`config.mk`:
```
export PLATFORM = sky130hd
export DESIGN_NAME = mmau_core
export DESIGN_NICKNAME = d
export VERILOG_FILES = /design/src/hdl/mmau_pkg.sv /design/src/hdl/mmau_clkdiv.sv /design/src/hdl/mmau_core.sv /design/src/hdl/mmau_iram.sv
export SDC_FILE = /design/constraint.sdc
export NUM_CORES = 2
export LEC_CHECK = 0
export BUFFER_PORTS_ARGS = -buffer_cell sky130_fd_sc_hd__buf_2
export CORE_MARGIN = 2
export CORE_UTILIZATION = 40
export DETAILED_ROUTE_END_ITERATION = 8
export RECOVER_POWER = 50
export SLEW_MARGIN = 10
export SYNTH_ARGS = -nofsm -noshare
export SYNTH_HDL_FRONTEND = slang
export SYNTH_HIERARCHICAL = 1
export SYNTH_SLANG_ARGS = --single-unit
```
`constraint.sdc`:
```
create_clock -name core_clk -period 3.9 [get_ports core_clk]
set_input_delay 0.78 -clock core_clk [delete_from_list [all_inputs] [get_ports core_clk]]
set_output_delay 0.78 -clock core_clk [all_outputs]
set_load 0.005 [all_outputs]
```
`src/hdl/mmau_pkg.sv`:
```
// constants, opcodes and map of the processor memory access unit
// assumes one core clock and core-side requests already decoded into ops
package mmau_pkg;
  localparam logic [15:0] PC_RESET = 16'h0000;
  localparam logic [15:0] VEC_BASE = 16'h0003;
  localparam int VEC_SHIFT = 3;
  localparam logic [15:0] PROCESSOR_DATA_RAM_LO = 16'h0000;
  localparam logic [15:0] PROCESSOR_DATA_RAM_HI = 16'h07ff;
  localparam logic [15:0] CE_LO = 16'h1000;
  localparam logic [15:0] CE_HI = 16'h11ff;
  localparam logic [15:0] CFG_LO = 16'h2000;
  localparam logic [15:0] CFG_HI = 16'h20ff;
  localparam logic [3:0] CE_WAIT = 4'h6;
  localparam logic [3:0] RD_EXTRA = 4'h1;
  localparam logic [3:0] WR_EXTRA = 4'h2;
  localparam logic [3:0] WR_MIN = 4'h1;
  localparam logic [7:0] UNDEF_BYTE = 8'hff;
  localparam logic [7:0] ZERO_BYTE = 8'h00;
  localparam logic [7:0] MEMORY_STRETCH_CONTROL_RST = 8'h01;
  localparam logic [7:0] SFR_DPL = 8'h82;
  localparam logic [7:0] SFR_DPH = 8'h83;
  localparam logic [7:0] SFR_DPL1 = 8'h84;
  localparam logic [7:0] SFR_DPH1 = 8'h85;
  localparam logic [7:0] SFR_STRETCH = 8'h8e;
  localparam logic [7:0] SFR_DPSEL = 8'h92;
  localparam logic [7:0] SFR_PAGE = 8'hbf;
  localparam logic [7:0] SFR_PSW = 8'hd0;
  localparam logic [7:0] UPPER_BASE = 8'h80;
  localparam logic [7:0] BIT_BASE = 8'h20;
  localparam int PSW_RS_LSB = 3;
  localparam int DPS_BIT = 0;
  localparam int STRETCH_W = 3;
  localparam int DIV_W = 3;
  typedef enum logic [3:0] {
    OP_FETCH, OP_JUMP, OP_INT_ENTRY, OP_CODE_MOVE,
    OP_XRD_RI, OP_XWR_RI, OP_XRD_DP, OP_XWR_DP,
    OP_DIR_RD, OP_DIR_WR, OP_IND_RD, OP_IND_WR,
    OP_BIT_RD, OP_BIT_WR, OP_DP_LOAD, OP_DP_INC
  } mmau_op_t;
endpackage

```
`src/hdl/mmau_clkdiv.sv`:
```
// processor step generator: one step every 2**setting core clocks
// assumes the setting comes from configuration logic on the same clock
`timescale 1ns/1ps
module mmau_clkdiv
  import mmau_pkg::*;
#(
  parameter int W = DIV_W
) (
  // clock and reset
  input wire logic clk,
  input wire logic arst_n,
  // setting and step
  input wire logic [W-1:0] div,
  output logic step
);
  typedef struct packed {
    logic [(1<<W)-2:0] cnt;
    logic step;
  } mmau_div_t;
  mmau_div_t q_reg, q_next;
  logic [(1<<W)-2:0] term;
  always_comb begin
    term = ((1 << W) - 1)'((1 << div) - 1);
    q_next = q_reg;
    // slower steps stretch every processor cycle alike
    if (q_reg.cnt >= term) begin
      q_next.cnt = '0;
      q_next.step = 1'b1;
    end else begin
      q_next.cnt = q_reg.cnt + 1'b1;
      q_next.step = 1'b0;
    end
  end
  always_ff @(posedge clk or negedge arst_n) begin
    if (!arst_n) begin
      q_reg <= '0;
    end else begin
      q_reg <= q_next;
    end
  end
  assign step = q_reg.step;
endmodule

```
`src/hdl/mmau_core.sv`:
```
// memory access unit: program, internal and external data paths of the core
// assumes decoded ops from the core, same-clock memories, one op at a time
`timescale 1ns/1ps
module mmau_core
  import mmau_pkg::*;
(
  // clock and reset
  input wire logic core_clk,
  input wire logic arst_n,
  // rate setting
  input wire logic [DIV_W-1:0] cpu_clock_divider,
  output logic cpu_step,
  // op request
  input wire logic op_valid,
  input wire mmau_op_t op_code,
  input wire logic [15:0] op_addr,
  input wire logic [7:0] op_wdata,
  output logic op_ready,
  // op answer
  output logic rsp_valid,
  output logic [7:0] rsp_data,
  // program memory
  output logic code_rd,
  output logic [15:0] code_addr,
  input wire logic [7:0] code_rdata,
  // external data bus
  output logic mem_addr_en,
  output logic [15:0] mem_addr,
  output logic mem_rd,
  output logic mem_wr,
  output logic [7:0] mem_wdata,
  output logic processor_data_ram_sel,
  output logic ce_sel,
  output logic cfg_sel,
  input wire logic [7:0] mem_rdata
);
  typedef enum logic [2:0] {ST_IDLE, ST_RAM_WAIT, ST_RAM_USE, ST_XBUS, ST_CODE} mmau_st_t;
  typedef struct packed {
    mmau_st_t st;
    mmau_op_t op;
    logic [7:0] opd;
    logic [2:0] bitn;
    logic [15:0] pc;
    logic [15:0] dp0;
    logic [15:0] dp1;
    logic [7:0] data_pointer_select;
    logic [7:0] memory_stretch_control;
    logic [7:0] program_status_word;
    logic [7:0] page;
    logic [3:0] cnt;
    logic [3:0] len;
    logic [3:0] wlen;
    logic mem_en;
    logic mem_rd;
    logic mem_wr;
    logic processor_data_ram_sel;
    logic ce_sel;
    logic cfg_sel;
    logic [15:0] mem_addr;
    logic code_rd;
    logic [15:0] code_addr;
    logic [7:0] ram_addr;
    logic [7:0] ram_wdata;
    logic ram_we;
    logic ready;
    logic rsp_valid;
    logic [7:0] rsp_data;
  } mmau_state_t;

  mmau_state_t q_reg, q_next;
  logic step;
  logic [7:0] ram_rdata;
  logic accept;
  logic [7:0] bbyte;
  logic [7:0] sbyte;

  mmau_clkdiv #(.W(DIV_W)) u_div (
    .clk(core_clk),
    .arst_n(arst_n),
    .div(cpu_clock_divider),
    .step(step)
  );

  mmau_iram #(.DEPTH(256), .AW(8)) u_iram (
    .clk(core_clk),
    .we(q_reg.ram_we),
    .addr(q_reg.ram_addr),
    .wdata(q_reg.ram_wdata),
    .rdata(ram_rdata)
  );

  function automatic logic is_xread(mmau_op_t o);
    return o == OP_XRD_RI || o == OP_XRD_DP;
  endfunction

  function automatic mmau_state_t finish(mmau_state_t s, logic [7:0] d);
    s.st = ST_IDLE;
    s.ready = 1'b1;
    s.rsp_valid = 1'b1;
    s.rsp_data = d;
    return s;
  endfunction

  // opens an external cycle; unmapped addresses raise no strobe
  function automatic mmau_state_t xstart(mmau_state_t s, logic [15:0] a);
    logic [3:0] str;
    logic [3:0] w;
    str = {1'b0, s.memory_stretch_control[STRETCH_W-1:0]};
    s.mem_addr = a;
    s.mem_en = 1'b1;
    s.processor_data_ram_sel = a <= PROCESSOR_DATA_RAM_HI;
    s.ce_sel = a >= CE_LO && a <= CE_HI;
    s.cfg_sel = a >= CFG_LO && a <= CFG_HI;
    w = s.ce_sel ? CE_WAIT : '0;
    s.mem_rd = is_xread(s.op) && (s.processor_data_ram_sel || s.ce_sel || s.cfg_sel);
    s.mem_wr = 1'b0;
    s.cnt = '0;
    s.len = is_xread(s.op) ? str + RD_EXTRA + w : str + WR_EXTRA + w;
    s.wlen = (str == '0) ? WR_MIN : str;
    s.st = ST_XBUS;
    return s;
  endfunction

  // direct upper half decodes to registers, others read undefined
  function automatic logic [7:0] sfr_rd(mmau_state_t s, logic [7:0] a);
    unique case (a)
      SFR_DPL: return s.dp0[7:0];
      SFR_DPH: return s.dp0[15:8];
      SFR_DPL1: return s.dp1[7:0];
      SFR_DPH1: return s.dp1[15:8];
      SFR_STRETCH: return s.memory_stretch_control;
      SFR_DPSEL: return s.data_pointer_select;
      SFR_PAGE: return s.page;
      SFR_PSW: return s.program_status_word;
      default: return UNDEF_BYTE;
    endcase
  endfunction

  function automatic mmau_state_t sfr_wr(mmau_state_t s, logic [7:0] a, logic [7:0] d);
    unique case (a)
      SFR_DPL: s.dp0[7:0] = d;
      SFR_DPH: s.dp0[15:8] = d;
      SFR_DPL1: s.dp1[7:0] = d;
      SFR_DPH1: s.dp1[15:8] = d;
      SFR_STRETCH: s.memory_stretch_control = d;
      SFR_DPSEL: s.data_pointer_select = {7'b0, d[DPS_BIT]};
      SFR_PAGE: s.page = d;
      SFR_PSW: s.program_status_word = d;
      default: s.memory_stretch_control = s.memory_stretch_control; // unimplemented writes vanish
    endcase
    return s;
  endfunction

  assign accept = step && op_valid && q_reg.ready;
  // bit space: low half maps onto 0x20..0x2f, high half onto x0/x8 registers
  assign bbyte = op_addr[7] ? {op_addr[7:3], 3'b000} : BIT_BASE + {4'b0000, op_addr[6:3]};
  assign sbyte = sfr_rd(q_reg, bbyte);

  always_comb begin
    q_next = q_reg;
    q_next.rsp_valid = 1'b0;
    q_next.ram_we = 1'b0;
    if (accept) begin
      q_next.op = op_code;
      q_next.opd = op_wdata;
      q_next.bitn = op_addr[2:0];
      q_next.ready = 1'b0;
      unique case (op_code)
        OP_FETCH: begin
          q_next.code_rd = 1'b1;
          q_next.code_addr = q_reg.pc;
          q_next.pc = q_reg.pc + 16'h0001;
          q_next.st = ST_CODE;
        end
        OP_CODE_MOVE: begin
          q_next.code_rd = 1'b1;
          q_next.code_addr = op_addr;
          q_next.st = ST_CODE;
        end
        OP_JUMP: begin
          q_next.pc = op_addr;
          q_next = finish(q_next, ZERO_BYTE);
        end
        OP_INT_ENTRY: begin
          q_next.pc = VEC_BASE + ({13'b0, op_addr[2:0]} << VEC_SHIFT);
          q_next = finish(q_next, ZERO_BYTE);
        end
        OP_DP_LOAD: begin
          if (q_reg.data_pointer_select[DPS_BIT]) begin
            q_next.dp1 = op_addr;
          end else begin
            q_next.dp0 = op_addr;
          end
          q_next = finish(q_next, ZERO_BYTE);
        end
        OP_DP_INC: begin
          if (q_reg.data_pointer_select[DPS_BIT]) begin
            q_next.dp1 = q_reg.dp1 + 16'h0001;
          end else begin
            q_next.dp0 = q_reg.dp0 + 16'h0001;
          end
          q_next = finish(q_next, ZERO_BYTE);
        end
        OP_XRD_DP, OP_XWR_DP: begin
          q_next = xstart(q_next, q_reg.data_pointer_select[DPS_BIT] ? q_reg.dp1 : q_reg.dp0);
        end
        OP_XRD_RI, OP_XWR_RI: begin
          // R0/R1 of the active bank, bank stride eight
          q_next.ram_addr = {3'b000, q_reg.program_status_word[PSW_RS_LSB +: 2], 2'b00, op_addr[0]};
          q_next.st = ST_RAM_WAIT;
        end
        OP_DIR_RD: begin
          if (op_addr[7:0] >= UPPER_BASE) begin
            q_next = finish(q_next, sfr_rd(q_reg, op_addr[7:0]));
          end else begin
            q_next.ram_addr = op_addr[7:0];
            q_next.st = ST_RAM_WAIT;
          end
        end
        OP_DIR_WR: begin
          if (op_addr[7:0] >= UPPER_BASE) begin
            q_next = sfr_wr(q_next, op_addr[7:0], op_wdata);
          end else begin
            q_next.ram_we = 1'b1;
            q_next.ram_addr = op_addr[7:0];
            q_next.ram_wdata = op_wdata;
          end
          q_next = finish(q_next, ZERO_BYTE);
        end
        OP_IND_RD: begin
          q_next.ram_addr = op_addr[7:0];
          q_next.st = ST_RAM_WAIT;
        end
        OP_IND_WR: begin
          q_next.ram_we = 1'b1;
          q_next.ram_addr = op_addr[7:0];
          q_next.ram_wdata = op_wdata;
          q_next = finish(q_next, ZERO_BYTE);
        end
        OP_BIT_RD: begin
          if (bbyte >= UPPER_BASE) begin
            q_next = finish(q_next, {7'b0, sbyte[op_addr[2:0]]});
          end else begin
            q_next.ram_addr = bbyte;
            q_next.st = ST_RAM_WAIT;
          end
        end
        OP_BIT_WR: begin
          if (bbyte >= UPPER_BASE) begin
            q_next = sfr_wr(q_next, bbyte, sbyte ^ ((sbyte[op_addr[2:0]] ^ op_wdata[0]) << op_addr[2:0]));
            q_next = finish(q_next, ZERO_BYTE);
          end else begin
            q_next.ram_addr = bbyte;
            q_next.st = ST_RAM_WAIT;
          end
        end
      endcase
    end else if (step) begin
      unique case (q_reg.st)
        ST_IDLE: q_next.ready = 1'b1;
        ST_RAM_WAIT: q_next.st = ST_RAM_USE;
        ST_RAM_USE: begin
          unique case (q_reg.op)
            OP_XRD_RI, OP_XWR_RI: q_next = xstart(q_next, {q_reg.page, ram_rdata});
            OP_BIT_RD: q_next = finish(q_next, {7'b0, ram_rdata[q_reg.bitn]});
            OP_BIT_WR: begin
              // read-modify-write keeps the other seven bits
              q_next.ram_we = 1'b1;
              q_next.ram_wdata = ram_rdata;
              q_next.ram_wdata[q_reg.bitn] = q_reg.opd[0];
              q_next = finish(q_next, ZERO_BYTE);
            end
            default: q_next = finish(q_next, ram_rdata);
          endcase
        end
        ST_XBUS: begin
          q_next.cnt = q_reg.cnt + 4'h1;
          q_next.mem_wr = !is_xread(q_reg.op) && (q_reg.processor_data_ram_sel || q_reg.ce_sel || q_reg.cfg_sel)
                          && (q_next.cnt <= q_reg.wlen);
          if (q_next.cnt == q_reg.len) begin
            q_next.mem_en = 1'b0;
            q_next.mem_rd = 1'b0;
            q_next.mem_wr = 1'b0;
            q_next.processor_data_ram_sel = 1'b0;
            q_next.ce_sel = 1'b0;
            q_next.cfg_sel = 1'b0;
            q_next = finish(q_next, (is_xread(q_reg.op) && q_reg.mem_rd) ? mem_rdata :
                            (is_xread(q_reg.op) ? UNDEF_BYTE : ZERO_BYTE));
          end
        end
        ST_CODE: begin
          q_next.code_rd = 1'b0;
          q_next = finish(q_next, code_rdata);
        end
      endcase
    end
  end

  always_ff @(posedge core_clk or negedge arst_n) begin
    if (!arst_n) begin
      q_reg <= '0;
      q_reg.st <= ST_IDLE;
      q_reg.pc <= PC_RESET;
      q_reg.memory_stretch_control <= MEMORY_STRETCH_CONTROL_RST;
      q_reg.ready <= 1'b1;
    end else begin
      q_reg <= q_next;
    end
  end

  assign cpu_step = step;
  assign op_ready = q_reg.ready;
  assign rsp_valid = q_reg.rsp_valid;
  assign rsp_data = q_reg.rsp_data;
  assign code_rd = q_reg.code_rd;
  assign code_addr = q_reg.code_addr;
  assign mem_addr_en = q_reg.mem_en;
  assign mem_addr = q_reg.mem_addr;
  assign mem_rd = q_reg.mem_rd;
  assign mem_wr = q_reg.mem_wr;
  assign mem_wdata = q_reg.opd;
  assign processor_data_ram_sel = q_reg.processor_data_ram_sel;
  assign ce_sel = q_reg.ce_sel;
  assign cfg_sel = q_reg.cfg_sel;

  // helper counters: processor steps seen while each strobe stands
  logic [3:0] rd_steps, wr_steps, ad_steps;
  logic seen;
  always_ff @(posedge core_clk or negedge arst_n) begin
    if (!arst_n) begin
      rd_steps <= '0;
      wr_steps <= '0;
      ad_steps <= '0;
      seen <= 1'b0;
    end else begin
      rd_steps <= mem_rd ? rd_steps + {3'b000, step} : '0;
      wr_steps <= mem_wr ? wr_steps + {3'b000, step} : '0;
      ad_steps <= mem_addr_en ? ad_steps + {3'b000, step} : '0;
      seen <= seen | accept;
    end
  end
endmodule

```
`src/hdl/mmau_iram.sv`:
```
// 256-byte internal data memory, registered read data
// assumes the owner holds address stable for one clock before using data
`timescale 1ns/1ps
module mmau_iram #(
  parameter int DEPTH = 256,
  parameter int AW = 8
) (
  // clock
  input wire logic clk,
  // access
  input wire logic we,
  input wire logic [AW-1:0] addr,
  input wire logic [7:0] wdata,
  output logic [7:0] rdata
);
  logic [7:0] mem [DEPTH];
  // contents need no reset, software initialises them
  always_ff @(posedge clk) begin
    if (we) begin
      mem[addr] <= wdata;
    end
    rdata <= mem[addr];
  end
endmodule

```
# Word level (Yosys, flattened, before mapping)
# Memories as Yosys holds them, arrays and structs flattened. A register that Yosys moved wholly into a read port is not among the register bits.
# Index checks and enable logic that the tools add are counted.
# W data, S select, Z words.
classes:
  add_sub_neg: 14
  multipliers: 0
  n_div: 0
  order_cmp: 17
  eq_ne: 92
  shifts: 2
  mux: 65
  bitwise_logic: 7
  reduce_logical: 67
ops:
  columns: ["cell", "count"]
  rows:
  - ["$mux W176", 3]
  - ["$pmux W175 S3", 1]
  - ["$pmux W98 S5", 1]
  - ["$pmux W163 S3", 1]
  - ["$mux W115", 2]
  - ["$mux W8", 22]
  - ["$eq A8 B8 Y1 const B", 16]
  - ["$pmux W8 S8", 2]
  - ["$pmux W19 S6", 1]
  - ["$mux W16", 5]
  - ["$pmux W16 S5", 1]
  - ["$reduce_and A9 Y1", 8]
  - ["$pmux W17 S4", 1]
  - ["$add A16 B1 Y16 const B", 3]
  - ["$ne A2 B2 Y1 const B", 22]
  - ["$eq A4 B4 Y1 const B", 10]
  - ["$pmux W8 S5", 1]
  - ["$ne A2 B1 Y1 const B", 17]
  - ["$ge A16 B13 Y1 const B", 2]
  - ["$ge A16 B14 Y1 const B", 2]
  - ["$le A16 B11 Y1 const B", 2]
  - ["$le A16 B13 Y1 const B", 2]
  - ["$le A16 B14 Y1 const B", 2]
  - ["$mux W10", 3]
  - ["61 further kinds", 134]
word_totals:
  register_bits: 184
  latch_bits: 0
  ramBits: 2048
  romBits: 0
  output_inout_bits: 58
  wordCells: 298
  n_memories: 1
mem_list:
  columns: ["name", "depth", "word_bits", "rd", "rd_clocked_by_memory_dff", "write_ports", "line_no", "source"]
  rows:
  - ["u_iram.mem", 256, 8, 1, 1, 1, "mmau_iram.sv:16", "logic [7:0] mem [DEPTH];"]

# Longest topological paths before layout
depth:
  ltp_word: 13
  mapped_depth: 10
  mapped_depth_nobuf: 9

# By module
# The synthesis kept the hierarchy.
by_module_without_submodules:
  columns: ["module", "n_inst", "cells_each", "area_per_inst_um2", "seq_area_each_um2"]
  rows:
  - ["mmau_iram", 1, 3547, 78492.8, 61659.1]
  - ["mmau_core", 1, 1306, 11217.0, 4206.5]
  - ["mmau_clkdiv", 1, 55, 531.8, 200.2]

# Worst setup path before layout
# No wires, ideal clock.
synth_timing:
  kind: "reg2reg"
  startpoint: "register q_reg[11] (netlist name)"
  endpoint: "memory u_iram.mem[0][0] (data pin)"
  arrival_time_ps: 3184
  slack_ps: -88
  path_stages_with_launch: 1
  n_path_buf: 0
  cell_sequence: "dfrtp_1"
synth_lines:
  columns: ["element", "line_no", "source"]
  rows:
  - ["from (decl)", "mmau_core.sv:70", "mmau_state_t q_reg, q_next;"]
  - ["from (signal assigned)", "mmau_core.sv:307", "q_reg <= q_next;"]
  - ["to (decl)", "mmau_iram.sv:16", null]
# Straight into the memory's write port.

==> results.yml <==
run_status:
  outcome: "complete, but fails checks"
  failed_checks: "capacitance limit, slew limit"
timing:
  relSlewSlack: -1.04
  holdWs_ns: 0.265
  tns_ns: 0
  skew_ns: 0.0503
  rsz0062_at_grt: "false"
  max_freq_mhz: 280
  hold_viol_final: 0
  finalSetupViolations: 0
  post-route-min-period_ns: 3.57
  finalCritPeriodShare: 0.916
  worst_pin_slew_ns: 3.05
  maxSlewViolCount: 940
synthesis:
  synth_edf_count: 2048
  synth_area_um2: 90200
  ys_warn_count: 6
  ys_seq_area_frac: 0.732
  async_flop_share: 0.0789
  synth-seq-cells: 2232
  synth_nets: 4980
  avgSynthCellArea_um2: 18.4
  syn_inst: 4908
  synth.distinct_cells: 95
  ys.flop_type: "edfxtp_1"
power:
  power_mw: 65.8
  p_int_mw: 46.8
  switching_share: 0.289
  netSwitchingPower_mw: 19.0
  leakage_nw: 34.1
  power.density_nw_per_um2: 632
  p_comb_frac: 0.204
  seqPwrFrac: 0.471
  pwr-share-clk: 0.325
  ir_worst_vdd_mv: 0.572
worst_hold_path:
  hold_path.class: "primary input to flip-flop"
  hp-start: "op_wdata[3]"
clock_tree:
  cts_setup_buffers: 0
  path_clk_slew_ns: 0.06
  clockBufferDepth: 3
  cts_num_sinks: 2232
  root_buffer: "clkbuf_16"
  cts_tree: "yes"
  insertion_delay_ns: 0.86
  htreeDepth: 4
  cts.repair.resized: 0
  cts-buffers-inserted: 216
finish:
  largest_reg_flops: 2048
  syn_to_final_growth_pct: 15.4
  drive_above_1_share: 0.262
  fillers: 18900
  final_util: 0.464
  nets: 5429
floorplan:
  die_area_um2: 229000
  placementRows: 174
  die_w_um: 479
  initial_core_util: 0.402
  core_um2: 224000
  ios: 108
  fp.dieH_um: 479
worst_setup_path:
  crit_slowest_cell: "o41ai_1"
  cp_num_buf_inv: 3
  crit_family: "compound AO/OA/AOI/OAI gates"
  startpoint: "q_reg[19]$_DFFE_PN0P_"
  worstReg2RegStart: "q_reg[19]$_DFFE_PN0P_"
  crit_fanout: 21
  critPathArrivalTime_ns: 4.30
  slowest_delay_ns: 0.85
  worstPathRequired_ns: 4.63
  crit_chain: "buf_12 > buf_4 > mux4_2 > a22oi_1 > a21oi_1 > o41ai_1 > buf_4 > nand4_1"
  path_common_cell: "buf_4"
  crit_path_start_kind: "flip-flop"
  worst_setup_path_end_kind: "flip-flop"
  critPathKind: "flip-flop to flip-flop"
placement:
  port_buffers: 107
  hpwl_um: 147000
  gp_congestion: 0.911
routing:
  ant_nets: 0
  drt_first_iter_violations: 5787
  vias_per_cell: 5.85
  via_count: 50000
  routed_wirelength_um: 235000
  wl_per_cell_um: 27.5
  drc: 0
  drtPass1Iterations: 6
global_routing:
  grt.overflow.total: 0
  grt_max_degree: 158
  antenna_found_initial: 4
  grt_first_pass_wirelength_um: 344000
  grt_util_all_layers: 0.202
  first_global_vias: 49000
flow_run:
  maxCapViolCount: 12
## cell families (layout without fill, tap and decap cells)
kind of cell	after synthesis	after routing	synth area share
flops	2232	2232	0.732
compound gates	829	829	0.0636
simple gates	815	815	0.0418
mux	570	570	0.135
buf+inv	415	1054	0.0221
xor+xnor	25	25	0.00259
fa+ha+maj	22	22	0.00322
other cells	0	3	0
## power by group through the flow
stage | Combinational [mW] | Sequential [mW] | Clock, mW
6_report | 13.4 | 31.0 | 21.4
5_1_grt | 14.4 | 31.1 | 22.7
4_1_cts | 13.7 | 30.8 | 21.8
3_5_place_dp | 13.7 | 31.3 | 0
3_3_place_gp | 13.5 | 31.3 | 0
2_1_floorplan | 7.44 | 31.9 | 0
## layout by cell type (no fill, tap or decap), types with 39 or more instances in the layout
cell type,netlist,final
buf_2,53,103
a21oi_1,183,183
a22oi_1,269,269
buf_4,66,431
clkbuf_1,214,69
clkinv_1,0,46
clkbuf_16,0,219
mux2i_1,46,46
nand3_1,50,49
dfrtp_1,174,171
o21ai_0,115,116
nor2_1,331,329
nor3_1,61,60
nand2_1,196,196
edfxtp_1,2048,2048
inv_1,39,39
mux4_2,514,514
## cells in the mapped netlist (8+ instances only)
library cell	instances	share of area
a211oi_1	14	0.0012
a21o_1	8	0.00067
a21oi_1	183	0.010
a221o_1	33	0.0037
a22o_1	12	0.0012
a22oi_1	269	0.022
a31oi_1	21	0.0015
a32oi_1	8	0.00078
and2_1	16	0.0011
and3_1	17	0.0012
buf_1	26	0.0011
buf_2	53	0.0029
buf_4	66	0.0055
buf_6	16	0.0020
clkbuf_1	214	0.0089
dfrtp_1	174	0.048
dfxtp_1	8	0.0018
edfxtp_1	2048	0.68
ha_1	20	0.0028
inv_1	39	0.0016
mux2_2	10	0.0012
mux2i_1	46	0.0051
mux4_2	514	0.13
nand2_1	196	0.0082
nand2b_1	20	0.0014
nand3_1	50	0.0028
nand3b_1	15	0.0012
nand4_1	20	0.0014
nor2_1	331	0.014
nor2b_1	19	0.0013
nor3_1	61	0.0034
nor3b_1	11	0.00092
nor4_1	10	0.00069
o211ai_1	11	0.00092
o21ai_0	115	0.0064
o22ai_1	10	0.00069
o31ai_1	26	0.0022
o32ai_1	8	0.00078
o41ai_1	34	0.0033
or3_1	13	0.00090
xnor2_1	16	0.0016
xor2_1	8	0.00078
## final cells by class
class	count	area (µm²)	share of cell area
Inverter	39	146	0.00141
Antenna cell	3	7.51	0.0000721
Sequential cell	2232	66100	0.635
Multi-Input combinational cell	2261	22200	0.214
Clock buffer	268	5700	0.0548
Tap cell	2992	3740	0.0360
Timing Repair Buffer	607	4630	0.0444
Clock inverter	140	1590	0.0152
## worst paths after layout
kind	end	slack [ns]	depth (start not counted)
hold / removal	mem_wdata[3]$_DFFE_PN0P_	0.27	3
setup reg to reg	u_iram/rdata[4]$_DFF_P_	0.33	8
min in group asynchronous	code_addr[9]$_DFFE_PN0P_	1.11	2
setup / recovery	u_iram/rdata[4]$_DFF_P_	0.33	8
max in group asynchronous	q_reg[19]$_DFFE_PN0P_	0.73	3
hold reg to reg	code_addr[11]$_DFFE_PN0P_	0.47	2
## stage by stage
| stage | std cells | cell area [µm²] | worst slack (ns) |
|---|---|---|---|
| after global placement | 8130 | 97000 | 0.312 |
| after CTS | 8539 | 104000 | 0.302 |
| after floorplan | 4908 | 90300 | 1.08 |
| after detailed placement | 8130 | 97000 | 0.321 |
| after global routing | 8539 | 104000 | 0.127 |
| final | 8542 | 104000 | 0.329 |
## layer usage
metal  routed length [µm]  vias up  share of wire  GRT usage
met1                99100    26400           0.42      0.292
met2               112000     2195           0.47      0.319
met4                 4870        4          0.021     0.0461
met5                   26        -        0.00011          0
li1                     -    21000              -          -
met3                19500      334          0.083     0.0382
## worst min-delay path, stage by stage
cell	delay, ns
buf_2	0.17
nand2_1	0.08
nand2_1	0.05
## timing repair
action | in CTS | in global routing
endpoints found under the setup margin | 0 | 0
hold endpoints to repair | 73 | 0
hold buffers | 1 | 0
Power figures use the tool's default switching activity.
